<file path="config.mk">
export PLATFORM = sky130hd
export DESIGN_NAME = pfs_pin_function_selector
export DESIGN_NICKNAME = d
export VERILOG_FILES = /design/src/pfs_pin_function_selector.v
export VERILOG_INCLUDE_DIRS = /design/src
export SDC_FILE = /design/constraint.sdc
export NUM_CORES = 1
export LEC_CHECK = 0
export BUFFER_PORTS_ARGS = -buffer_cell sky130_fd_sc_hd__buf_2
export CAP_MARGIN = 20
export CORE_MARGIN = 2
export CORE_UTILIZATION = 30
export DETAILED_ROUTE_END_ITERATION = 7
export HOLD_SLACK_MARGIN = 0.1
export SYNTH_ARGS = -nofsm -noshare
export SYNTH_HDL_FRONTEND = slang
export SYNTH_SLANG_ARGS = --single-unit
</file>
<file path="constraint.sdc">
create_clock -name pclk -period 5.4 [get_ports pclk]
set_clock_uncertainty 0.05 [all_clocks]
set_input_delay 1.08 -clock pclk [delete_from_list [all_inputs] [get_ports pclk]]
set_output_delay 1.08 -clock pclk [all_outputs]
set_load 0.01 [all_outputs]
</file>
<file path="src/pfs_defs.vh">
`ifndef PFS_DEFS_VH
`define PFS_DEFS_VH
// register indices; the byte address is four times the index
`define PFS_IDX_PORT1_DATA 8'h90
`define PFS_IDX_PORT1_MODE 8'h92
`define PFS_IDX_PORT1_DIRPU 8'h93
`define PFS_IDX_PORT3_DATA 8'hB0
`define PFS_IDX_PORT3_MODE 8'h96
`define PFS_IDX_PORT3_DIRPU 8'h97
`define PFS_IDX_FUNC_SEL 8'hC6
`define PFS_IDX_IRQ_MODE 8'hC7
// reset values
`define PFS_RST_PORT 8'hFF
`define PFS_RST_FUNC_SEL 8'h80
`define PFS_RST_IRQ_MODE 8'h00
// pin_function_select fields
`define PFS_BIT_USB_TAKE 7
`define PFS_BIT_IRQ_ACT 6
`define PFS_BIT_UART_B 5
`define PFS_BIT_UART_A 4
`define PFS_BIT_PWM_B 3
`define PFS_BIT_PWM_A 2
`define PFS_BIT_TC_EXT 1
`define PFS_BIT_TC_CNT 0
// irq mode register field
`define PFS_BIT_EDGE_MODE 0
// pin drive codes {out, oe, pullup}
`define PFS_DRV_ANA 3'h0
`define PFS_DRV_IN 3'h1
`endif

</file>
<file path="src/pfs_pin_function_selector.v">
// Decided for this implementation: register access over APB and the placing of the registers.
`timescale 1ns/1ns
`default_nettype none
`include "pfs_defs.vh"

module pfs_pin_function_selector (
  input wire pclk, // system clock
  input wire presetn, // async reset, active low
  input wire psel, // apb select
  input wire penable, // apb access phase
  input wire pwrite, // apb write
  input wire [11:0] paddr, // apb byte address
  input wire [31:0] pwdata, // apb write data
  output reg [31:0] prdata, // apb read data
  output reg pready, // apb ready
  output reg pslverr, // apb error, unmapped
  input wire [7:0] port1_pin_in, // port 1 pad levels
  output reg [7:0] port1_pin_out, // port 1 pad output value
  output reg [7:0] port1_pin_oe, // port 1 pad drive enable
  output reg [7:0] port1_pin_pu, // port 1 pull-up enable
  input wire [7:0] port3_pin_in, // port 3 pad levels
  output reg [7:0] port3_pin_out, // port 3 pad output value
  output reg [7:0] port3_pin_oe, // port 3 pad drive enable
  output reg [7:0] port3_pin_pu, // port 3 pull-up enable
  input wire reset_pin_in, // reset pad level
  input wire uart_a_take, // first uart enabled
  input wire uart_a_txd, // first uart transmit
  input wire uart_b_take, // second uart enabled
  input wire uart_b_txd, // second uart transmit
  input wire pwm_a_take, // first pwm enabled
  input wire pwm_a_out, // first pwm level
  input wire pwm_b_take, // second pwm enabled
  input wire pwm_b_out, // second pwm level
  input wire spi_take, // spi enabled
  input wire spi_master, // spi is master
  input wire spi_mosi_out, // master data out
  input wire spi_miso_out, // slave data out
  input wire spi_sck_out, // master clock out
  input wire timer_c_count_take, // timer-c count input used
  input wire capture_a_take, // capture a used
  input wire timer_c_ext_take, // timer-c ext input used
  input wire capture_b_take, // capture b used
  input wire timer_a_count_take, // timer-a count input used
  input wire ext_interrupt_a_take, // ext interrupt a used
  input wire [5:0] touch_take, // touch channels used
  input wire [1:0] typec_detect_take, // type-c detect used
  input wire [1:0] bus_voltage_detect_take, // bus detect used
  input wire [3:0] analog_take, // analog inputs used
  input wire crystal_take, // crystal oscillator on
  input wire reset_pin_take, // reset function on pad
  input wire usb_dp_out, // usb d+ value
  input wire usb_dp_oe, // usb d+ drive enable
  input wire usb_dm_out, // usb d- value
  input wire usb_dm_oe, // usb d- drive enable
  input wire gpio_irq_level, // gpio valid level present
  input wire gpio_irq_edge, // gpio valid edge pulse
  input wire gpio_irq_ack, // gpio irq service entry
  output reg uart_a_rxd, // first uart receive
  output reg uart_b_rxd, // second uart receive
  output reg spi_mosi_in, // spi slave data in
  output reg spi_miso_in, // spi master data in
  output reg spi_sck_in, // spi slave clock in
  output reg spi_chip_select, // spi slave select in
  output reg timer_c_count_input, // timer-c count input
  output reg capture_input_a, // capture a input
  output reg timer_c_ext_input, // timer-c ext input
  output reg capture_input_b, // capture b input
  output reg timer_a_count_input, // timer-a count input
  output reg ext_interrupt_a, // ext interrupt a input
  output reg usb_dp_in, // usb d+ level
  output reg usb_dm_in, // usb d- level
  output reg pin_reset_req, // reset request from pad
  output reg gpio_irq_active // gpio irq activity flag
);

  reg [7:0] port1_data_q;
  reg [7:0] port1_mode_q;
  reg [7:0] port1_dirpu_q;
  reg [7:0] port3_data_q;
  reg [7:0] port3_mode_q;
  reg [7:0] port3_dirpu_q;
  reg [7:0] pin_function_select_q;
  reg edge_mode_q;
  reg [7:0] p1_meta_q;
  reg [7:0] p1_sync_q;
  reg [7:0] p3_meta_q;
  reg [7:0] p3_sync_q;
  reg rst_meta_q;
  reg rst_sync_q;
  reg [2:0] d1 [0:7];
  reg [2:0] d3 [0:7];
  reg [7:0] rd_d;
  reg hit_d;
  integer i;
  integer j;

  wire usb_take = pin_function_select_q[`PFS_BIT_USB_TAKE];
  wire ub_r = pin_function_select_q[`PFS_BIT_UART_B];
  wire ua_r = pin_function_select_q[`PFS_BIT_UART_A];
  wire pb_r = pin_function_select_q[`PFS_BIT_PWM_B];
  wire pa_r = pin_function_select_q[`PFS_BIT_PWM_A];
  wire te_r = pin_function_select_q[`PFS_BIT_TC_EXT];
  wire tc_r = pin_function_select_q[`PFS_BIT_TC_CNT];

  // claims after remap selection
  wire tc_home = (timer_c_count_take | capture_a_take) & ~tc_r;
  wire tc_alt = (timer_c_count_take | capture_a_take) & tc_r;
  wire te_home = (timer_c_ext_take | capture_b_take) & ~te_r;
  wire ua_home = uart_a_take & ~ua_r;
  wire ua_alt = uart_a_take & ua_r;
  wire ub_home = uart_b_take & ~ub_r;
  wire ub_alt = uart_b_take & ub_r;
  wire pa_home = pwm_a_take & ~pa_r;
  wire pa_alt = pwm_a_take & pa_r;
  wire pb_home = pwm_b_take & ~pb_r;
  wire pb_alt = pwm_b_take & pb_r;

  wire apb_access = psel & penable;
  wire aligned = (paddr[1:0] == 2'h0) & (paddr[11:10] == 2'h0);
  wire [7:0] idx = paddr[9:2];

  // gpio pad control from mode pair
  function [2:0] gpio_drv(input mo, input dp, input v);
    begin
      case ({mo, dp})
        2'h0: gpio_drv = `PFS_DRV_ANA; // high-z input, no pull-up
        2'h1: gpio_drv = {v, 1'b1, 1'b0}; // push-pull
        2'h2: gpio_drv = {1'b0, ~v, 1'b0}; // open drain
        default: gpio_drv = {1'b0, ~v, 1'b1}; // quasi, pull-up
      endcase
    end
  endfunction

  // module drives the pad
  function [2:0] out_drv(input v);
    begin
      out_drv = {v, 1'b1, 1'b0};
    end
  endfunction

  // pad control: gpio first, then claims from lowest to highest rank;
  // the last assignment wins so each pin's order reads bottom-up
  always @*
  begin
    for (i = 0; i < 8; i = i + 1)
    begin
      d1[i] = gpio_drv(port1_mode_q[i], port1_dirpu_q[i],
                       port1_data_q[i]);
      d3[i] = gpio_drv(port3_mode_q[i], port3_dirpu_q[i],
                       port3_data_q[i]);
    end
    // port 1 pin 0: touch, capture a, timer-c count
    if (touch_take[0])
      d1[0] = `PFS_DRV_ANA;
    if (tc_home)
      d1[0] = `PFS_DRV_IN;
    // port 1 pin 1: analog group, then timer-c ext/capture b
    if (touch_take[1] | bus_voltage_detect_take[1] | analog_take[0])
      d1[1] = `PFS_DRV_ANA;
    if (te_home)
      d1[1] = `PFS_DRV_IN;
    // port 1 pins 2/3: remapped first uart under crystal
    if (ua_alt)
      d1[2] = `PFS_DRV_IN;
    if (ua_alt)
      d1[3] = out_drv(uart_a_txd);
    if (crystal_take)
      d1[2] = `PFS_DRV_ANA;
    if (crystal_take)
      d1[3] = `PFS_DRV_ANA;
    // port 1 pin 4
    if (touch_take[2] | typec_detect_take[0] | analog_take[1])
      d1[4] = `PFS_DRV_ANA;
    if (spi_take & ~spi_master)
      d1[4] = `PFS_DRV_IN;
    if (tc_alt)
      d1[4] = `PFS_DRV_IN;
    // port 1 pin 5
    if (touch_take[3] | typec_detect_take[1] | analog_take[2])
      d1[5] = `PFS_DRV_ANA;
    if (pa_home)
      d1[5] = out_drv(pwm_a_out);
    if (spi_take)
      d1[5] = spi_master ? out_drv(spi_mosi_out) : `PFS_DRV_IN;
    // port 1 pins 6/7: touch, second uart, spi
    if (touch_take[4])
      d1[6] = `PFS_DRV_ANA;
    if (touch_take[5])
      d1[7] = `PFS_DRV_ANA;
    if (ub_home)
      d1[6] = `PFS_DRV_IN;
    if (ub_home)
      d1[7] = out_drv(uart_b_txd);
    if (spi_take)
      d1[6] = spi_master ? `PFS_DRV_IN : out_drv(spi_miso_out);
    if (spi_take)
      d1[7] = spi_master ? out_drv(spi_sck_out) : `PFS_DRV_IN;
    // port 3 pins 0/1: first uart under remapped pwm
    if (ua_home)
      d3[0] = `PFS_DRV_IN;
    if (ua_home)
      d3[1] = out_drv(uart_a_txd);
    if (pa_alt)
      d3[0] = out_drv(pwm_a_out);
    if (pb_alt)
      d3[1] = out_drv(pwm_b_out);
    // port 3 pin 2
    if (bus_voltage_detect_take[0] | analog_take[3])
      d3[2] = `PFS_DRV_ANA;
    if (ext_interrupt_a_take)
      d3[2] = `PFS_DRV_IN;
    if (ub_alt)
      d3[2] = out_drv(uart_b_txd);
    // port 3 pin 4
    if (timer_a_count_take | ub_alt)
      d3[4] = `PFS_DRV_IN;
    if (pb_home)
      d3[4] = out_drv(pwm_b_out);
    // usb pads ignore port mode settings while taken
    if (usb_take)
      d3[6] = {usb_dp_out, usb_dp_oe, 1'b0};
    if (usb_take)
      d3[7] = {usb_dm_out, usb_dm_oe, 1'b0};
  end

  // register read mux; unmapped or misaligned gives an error
  always @*
  begin
    hit_d = aligned;
    rd_d = 8'h00;
    case (idx)
      `PFS_IDX_PORT1_DATA: rd_d = p1_sync_q;
      `PFS_IDX_PORT1_MODE: rd_d = port1_mode_q;
      `PFS_IDX_PORT1_DIRPU: rd_d = port1_dirpu_q;
      `PFS_IDX_PORT3_DATA: rd_d = p3_sync_q;
      `PFS_IDX_PORT3_MODE: rd_d = port3_mode_q;
      `PFS_IDX_PORT3_DIRPU: rd_d = port3_dirpu_q;
      `PFS_IDX_FUNC_SEL:
      begin
        rd_d = pin_function_select_q;
        rd_d[`PFS_BIT_IRQ_ACT] = gpio_irq_active;
      end
      `PFS_IDX_IRQ_MODE: rd_d = {7'h00, edge_mode_q};
      default: hit_d = 1'b0;
    endcase
  end

  // apb slave: one wait cycle, write lands on the completing edge
  always @(posedge pclk or negedge presetn)
  begin
    if (!presetn)
    begin
      pready <= 1'b0;
      pslverr <= 1'b0;
      prdata <= 32'h00000000;
      port1_data_q <= `PFS_RST_PORT;
      port1_mode_q <= `PFS_RST_PORT;
      port1_dirpu_q <= `PFS_RST_PORT;
      port3_data_q <= `PFS_RST_PORT;
      port3_mode_q <= `PFS_RST_PORT;
      port3_dirpu_q <= `PFS_RST_PORT;
      pin_function_select_q <= `PFS_RST_FUNC_SEL;
      edge_mode_q <= 1'b0;
    end
    else
    begin
      if (apb_access & ~pready)
      begin
        pready <= 1'b1;
        prdata <= {24'h000000, rd_d};
        pslverr <= ~hit_d;
      end
      else
      begin
        pready <= 1'b0;
        pslverr <= 1'b0;
      end
      if (apb_access & pready & pwrite & hit_d)
      begin
        case (idx)
          `PFS_IDX_PORT1_DATA: port1_data_q <= pwdata[7:0];
          `PFS_IDX_PORT1_MODE: port1_mode_q <= pwdata[7:0];
          `PFS_IDX_PORT1_DIRPU: port1_dirpu_q <= pwdata[7:0];
          `PFS_IDX_PORT3_DATA: port3_data_q <= pwdata[7:0];
          `PFS_IDX_PORT3_MODE: port3_mode_q <= pwdata[7:0];
          `PFS_IDX_PORT3_DIRPU: port3_dirpu_q <= pwdata[7:0];
          // activity bit is read-only; writes to it are dropped
          `PFS_IDX_FUNC_SEL:
            pin_function_select_q <= pwdata[7:0] & 8'hBF;
          `PFS_IDX_IRQ_MODE: edge_mode_q <= pwdata[`PFS_BIT_EDGE_MODE];
          default: edge_mode_q <= edge_mode_q;
        endcase
      end
    end
  end

  // two-flop synchronisers for pad levels
  always @(posedge pclk or negedge presetn)
  begin
    if (!presetn)
    begin
      p1_meta_q <= 8'hFF;
      p1_sync_q <= 8'hFF;
      p3_meta_q <= 8'hFF;
      p3_sync_q <= 8'hFF;
      rst_meta_q <= 1'b0;
      rst_sync_q <= 1'b0;
    end
    else
    begin
      p1_meta_q <= port1_pin_in;
      p1_sync_q <= p1_meta_q;
      p3_meta_q <= port3_pin_in;
      p3_sync_q <= p3_meta_q;
      rst_meta_q <= reset_pin_in;
      rst_sync_q <= rst_meta_q;
    end
  end

  // activity flag: level mode follows, edge mode is sticky and the
  // new edge beats a same-cycle service entry so none is lost
  always @(posedge pclk or negedge presetn)
  begin
    if (!presetn)
      gpio_irq_active <= 1'b0;
    else if (!edge_mode_q)
      gpio_irq_active <= gpio_irq_level;
    else if (gpio_irq_edge)
      gpio_irq_active <= 1'b1;
    else if (gpio_irq_ack)
      gpio_irq_active <= 1'b0;
  end

  // registered pad and module-input outputs; a module input reads
  // its pad only when taken and not beaten, otherwise idles high; the usb levels and the reset request idle low
  always @(posedge pclk or negedge presetn)
  begin
    if (!presetn)
    begin
      port1_pin_out <= 8'h00;
      port1_pin_oe <= 8'h00;
      port1_pin_pu <= 8'h00;
      port3_pin_out <= 8'h00;
      port3_pin_oe <= 8'h00;
      port3_pin_pu <= 8'h00;
      uart_a_rxd <= 1'b1;
      uart_b_rxd <= 1'b1;
      spi_mosi_in <= 1'b1;
      spi_miso_in <= 1'b1;
      spi_sck_in <= 1'b1;
      spi_chip_select <= 1'b1;
      timer_c_count_input <= 1'b1;
      capture_input_a <= 1'b1;
      timer_c_ext_input <= 1'b1;
      capture_input_b <= 1'b1;
      timer_a_count_input <= 1'b1;
      ext_interrupt_a <= 1'b1;
      usb_dp_in <= 1'b0;
      usb_dm_in <= 1'b0;
      pin_reset_req <= 1'b0;
    end
    else
    begin
      for (j = 0; j < 8; j = j + 1)
      begin
        {port1_pin_out[j], port1_pin_oe[j], port1_pin_pu[j]} <= d1[j];
        {port3_pin_out[j], port3_pin_oe[j], port3_pin_pu[j]} <= d3[j];
      end
      uart_a_rxd <= ua_alt ? (crystal_take | p1_sync_q[2]) :
        (~ua_home | pa_alt | p3_sync_q[0]);
      uart_b_rxd <= ub_alt ? (pb_home | p3_sync_q[4]) :
        (~ub_home | spi_take | p1_sync_q[6]);
      spi_mosi_in <= ~spi_take | spi_master | p1_sync_q[5];
      spi_miso_in <= ~spi_take | ~spi_master | p1_sync_q[6];
      spi_sck_in <= ~spi_take | spi_master | p1_sync_q[7];
      spi_chip_select <= ~spi_take | spi_master | tc_alt |
        p1_sync_q[4];
      timer_c_count_input <= ~timer_c_count_take |
        (tc_r ? p1_sync_q[4] : p1_sync_q[0]);
      capture_input_a <= ~capture_a_take |
        (tc_r ? p1_sync_q[4] : p1_sync_q[0]);
      timer_c_ext_input <= ~timer_c_ext_take | (te_r ?
        (reset_pin_take | rst_sync_q) : p1_sync_q[1]);
      capture_input_b <= ~capture_b_take | (te_r ?
        (reset_pin_take | rst_sync_q) : p1_sync_q[1]);
      timer_a_count_input <= ~timer_a_count_take | pb_home | ub_alt |
        p3_sync_q[4];
      ext_interrupt_a <= ~ext_interrupt_a_take | ub_alt |
        p3_sync_q[2];
      usb_dp_in <= usb_take & p3_sync_q[6];
      usb_dm_in <= usb_take & p3_sync_q[7];
      pin_reset_req <= reset_pin_take & rst_sync_q;
    end
  end

endmodule
`default_nettype wire

</file>
==> key figures <==
Outcome
  – Status: completed

Clock tree
  – H-tree depth: 4
  – Clk_lat worst skew: 0.42 ns
  – TritonCTS buffer count: 17
  – Hold Buf Count CTS: 0
  – CTS tree: built
  – Cts repair resizes: 0
  – Post-CTS setup buffers: 0
  – CTS Sinks: 164
  – Clk buf depth: 2
  – Clk slew on worst S/H paths: 0.06 ns
  – Root Buffer: clkbuf_16

STA
  – Final setup margin: 2.43 ns
  – Setup tns final: 0 ns
  – Setup violators final: 0
  – Max-slew headroom: 42.0%
  – Slew Limit Fails: 0
  – Min Tclk post-route: 2.97 ns
  – F_max: 336 MHz
  – Worst slew pin tran: 0.864 ns
  – Unrepaired setup endpoints after global routing: false
  – Final period util: about 55%
  – Final hold violations: 0

Synth
  – Synthesized cell area: 6860 um^2
  – Synth Register Bits: 164
  – Sequential area share after synthesis: about three fifths
  – XOR/XNOR share of the synthesized area: 0%
  – Post-synthesis simple-gate area fraction: 12.5%
  – Post-synthesis mux area share: 13.0%
  – Post-synth top area share: 35.6%
  – Dominant cells by area after synthesis: dfstp_2, dfrtp_1, mux2_2
  – Cell with the most instances after synthesis: dfstp_2
  – Top FF cell, synth: dfstp_2
  – Post-synth top cells: dfstp_2, dfrtp_1, mux2_2
  – Adder-Cell Fraction of Synth Area: 0%
  – Number of flops mapped to enable cells by yosys: 0
  – Post-synthesis compound-gate area fraction: 8.49%
  – Syn Area/Cell: roughly 13 um^2
  – Synth Instances: 536
  – Warnings, synthesis: 0
  – Async S/R FF share, synth: 100%
  – Yosys top cell by area: dfstp_2
  – Largest family of logic cells by synthesized area: multiplexers
  – Post-synth cell types: between 50 and 60

Layout
  – Layout Utilization: a little under two fifths
  – Syn-to-layout area delta: 24.4%
  – Ratio of cells with drive above 1 in the final layout: 51.6%
  – NumNets Final: 808

Drt
  – DRC: 0
  – Pre-antenna DRT Iters: 5
  – Iter 0 DRT Violations: 265
  – Per-cell routed wire length: approximately 18 um
  – DR vias: ~4700
  – DRT Wirelength: 18200 um
  – DR vias/cell: between 4 and 5
  – Post-DRT Antenna Nets: 0

Floorplan
  – Cell Rows: 55
  – Die Y: 155 um
  – Die W: between 150 and 200 um
  – Core area: 22500 um^2
  – Die area: 24100 um^2
  – Starting Density: 30.5%
  – # IOs: just over 200

Place
  – Final GP Congestion: ~0.8
  – Setup WS pre-CTS: 1.99 ns
  – Dpl hpwl: 13100 um
  – IO buf count: around 160

Power and ir drop
  – Max VDD drop: 0.204 mV
  – Pleak: roughly 3.9 nW
  – Pwr Density: 322 nW/um^2

Critical path
  – Arr. time, crit path: 3.27 ns
  – CP Max Fanout: 13
  – WP data required: 5.69 ns
  – Crit path launch type: input port
  – Crit path capture type: flop
  – Crit Path Category: input port to flop

Global route
  – Vias in the first global route: between 4000 and 5000
  – First-pass GRT wire length: 27600 um
  – Largest net degree at the start of global routing: 94
  – GR Overflow Total: 0
  – All-layer global routing usage: 15.5%
  – Initial antenna violation count: 5

Run
  – Max-cap violations: 0

Min path
  – Worst hold path type: flop to flop
[cell type report]
type	count	area (um^2)
fillers	2196	14000
flip-flops and latches	164	4220
multi-input cells	345	2430
repair buffers	161	822
clock buffers	21	480
well taps	285	357
clock inverters	11	173
inverters	11	41.3
diodes	2	5.00
[cell usage in the layout (no fill, tap or decap), drive strengths merged, types with 4 or more instances in the layout]
master / n
buf: 161
dfstp: 93
dfrtp: 71
mux2: 64
nand2: 46
a21oi: 29
nor2: 24
conb: 24
nand3: 21
clkbuf: 21
o21ai: 18
mux2i: 12
inv: 12
nand2b: 9
nand3b: 9
o221ai: 8
o221a: 8
nor3: 7
nor2b: 7
a22oi: 7
and2: 6
bufinv: 4
clkinvlp: 4
[worst paths after layout]
path / startpoint / end / slack [ns] / cells past startpoint
setup / recovery: paddr[7] / port1_dirpu_q[5] / 2.43 / 6
hold / removal: rst_meta_q / rst_sync_q / 0.30 / 0
setup reg to reg: pready / port3_dirpu_q[7] / 3.13 / 4
hold reg to reg: rst_meta_q / rst_sync_q / 0.30 / 0
max in group asynchronous: presetn / port3_dirpu_q[1] / 3.55 / 2
min in group asynchronous: presetn / port3_pin_oe[5] / 0.68 / 1
[metal layers]
metal,routed length (um),global-route usage [%]
met4,431,5.64
met5,39,0
met3,1340,4.96
met1,8220,21.0
met2,8180,23.2
[power breakdown]
group	leakage [nW]	internal [mW]	switching, mW
sequential	1.92	1.27	0.0111
combinational	1.70	0.0500	0.102
clock	0.308	0.825	0.491
[through the flow]
stage	cells	cell area, um^2	hold WS, ns	power (mW)
after detailed placement	966	7870	0.287	1.46
after global placement	966	7870	0.287	1.45
after global routing	999	8530	0.307	2.87
after floorplan	559	6940	0.281	1.36
final	1000	8530	0.299	2.75
after CTS	998	8530	0.302	2.79
[critical path: stages]
cell	delay [ns]
buf_2	0.24
nor4bb_1	0.33
buf_4	0.23
nand3b_2	0.25
or3_1	0.71
mux2_4	0.40
[kinds of logic after synthesis]
family,Yosys count
flops,164
buf+inv,50
simple gates,157
mux,77
other cells,1
compound gates,87
Power figures use the tool's default switching activity.
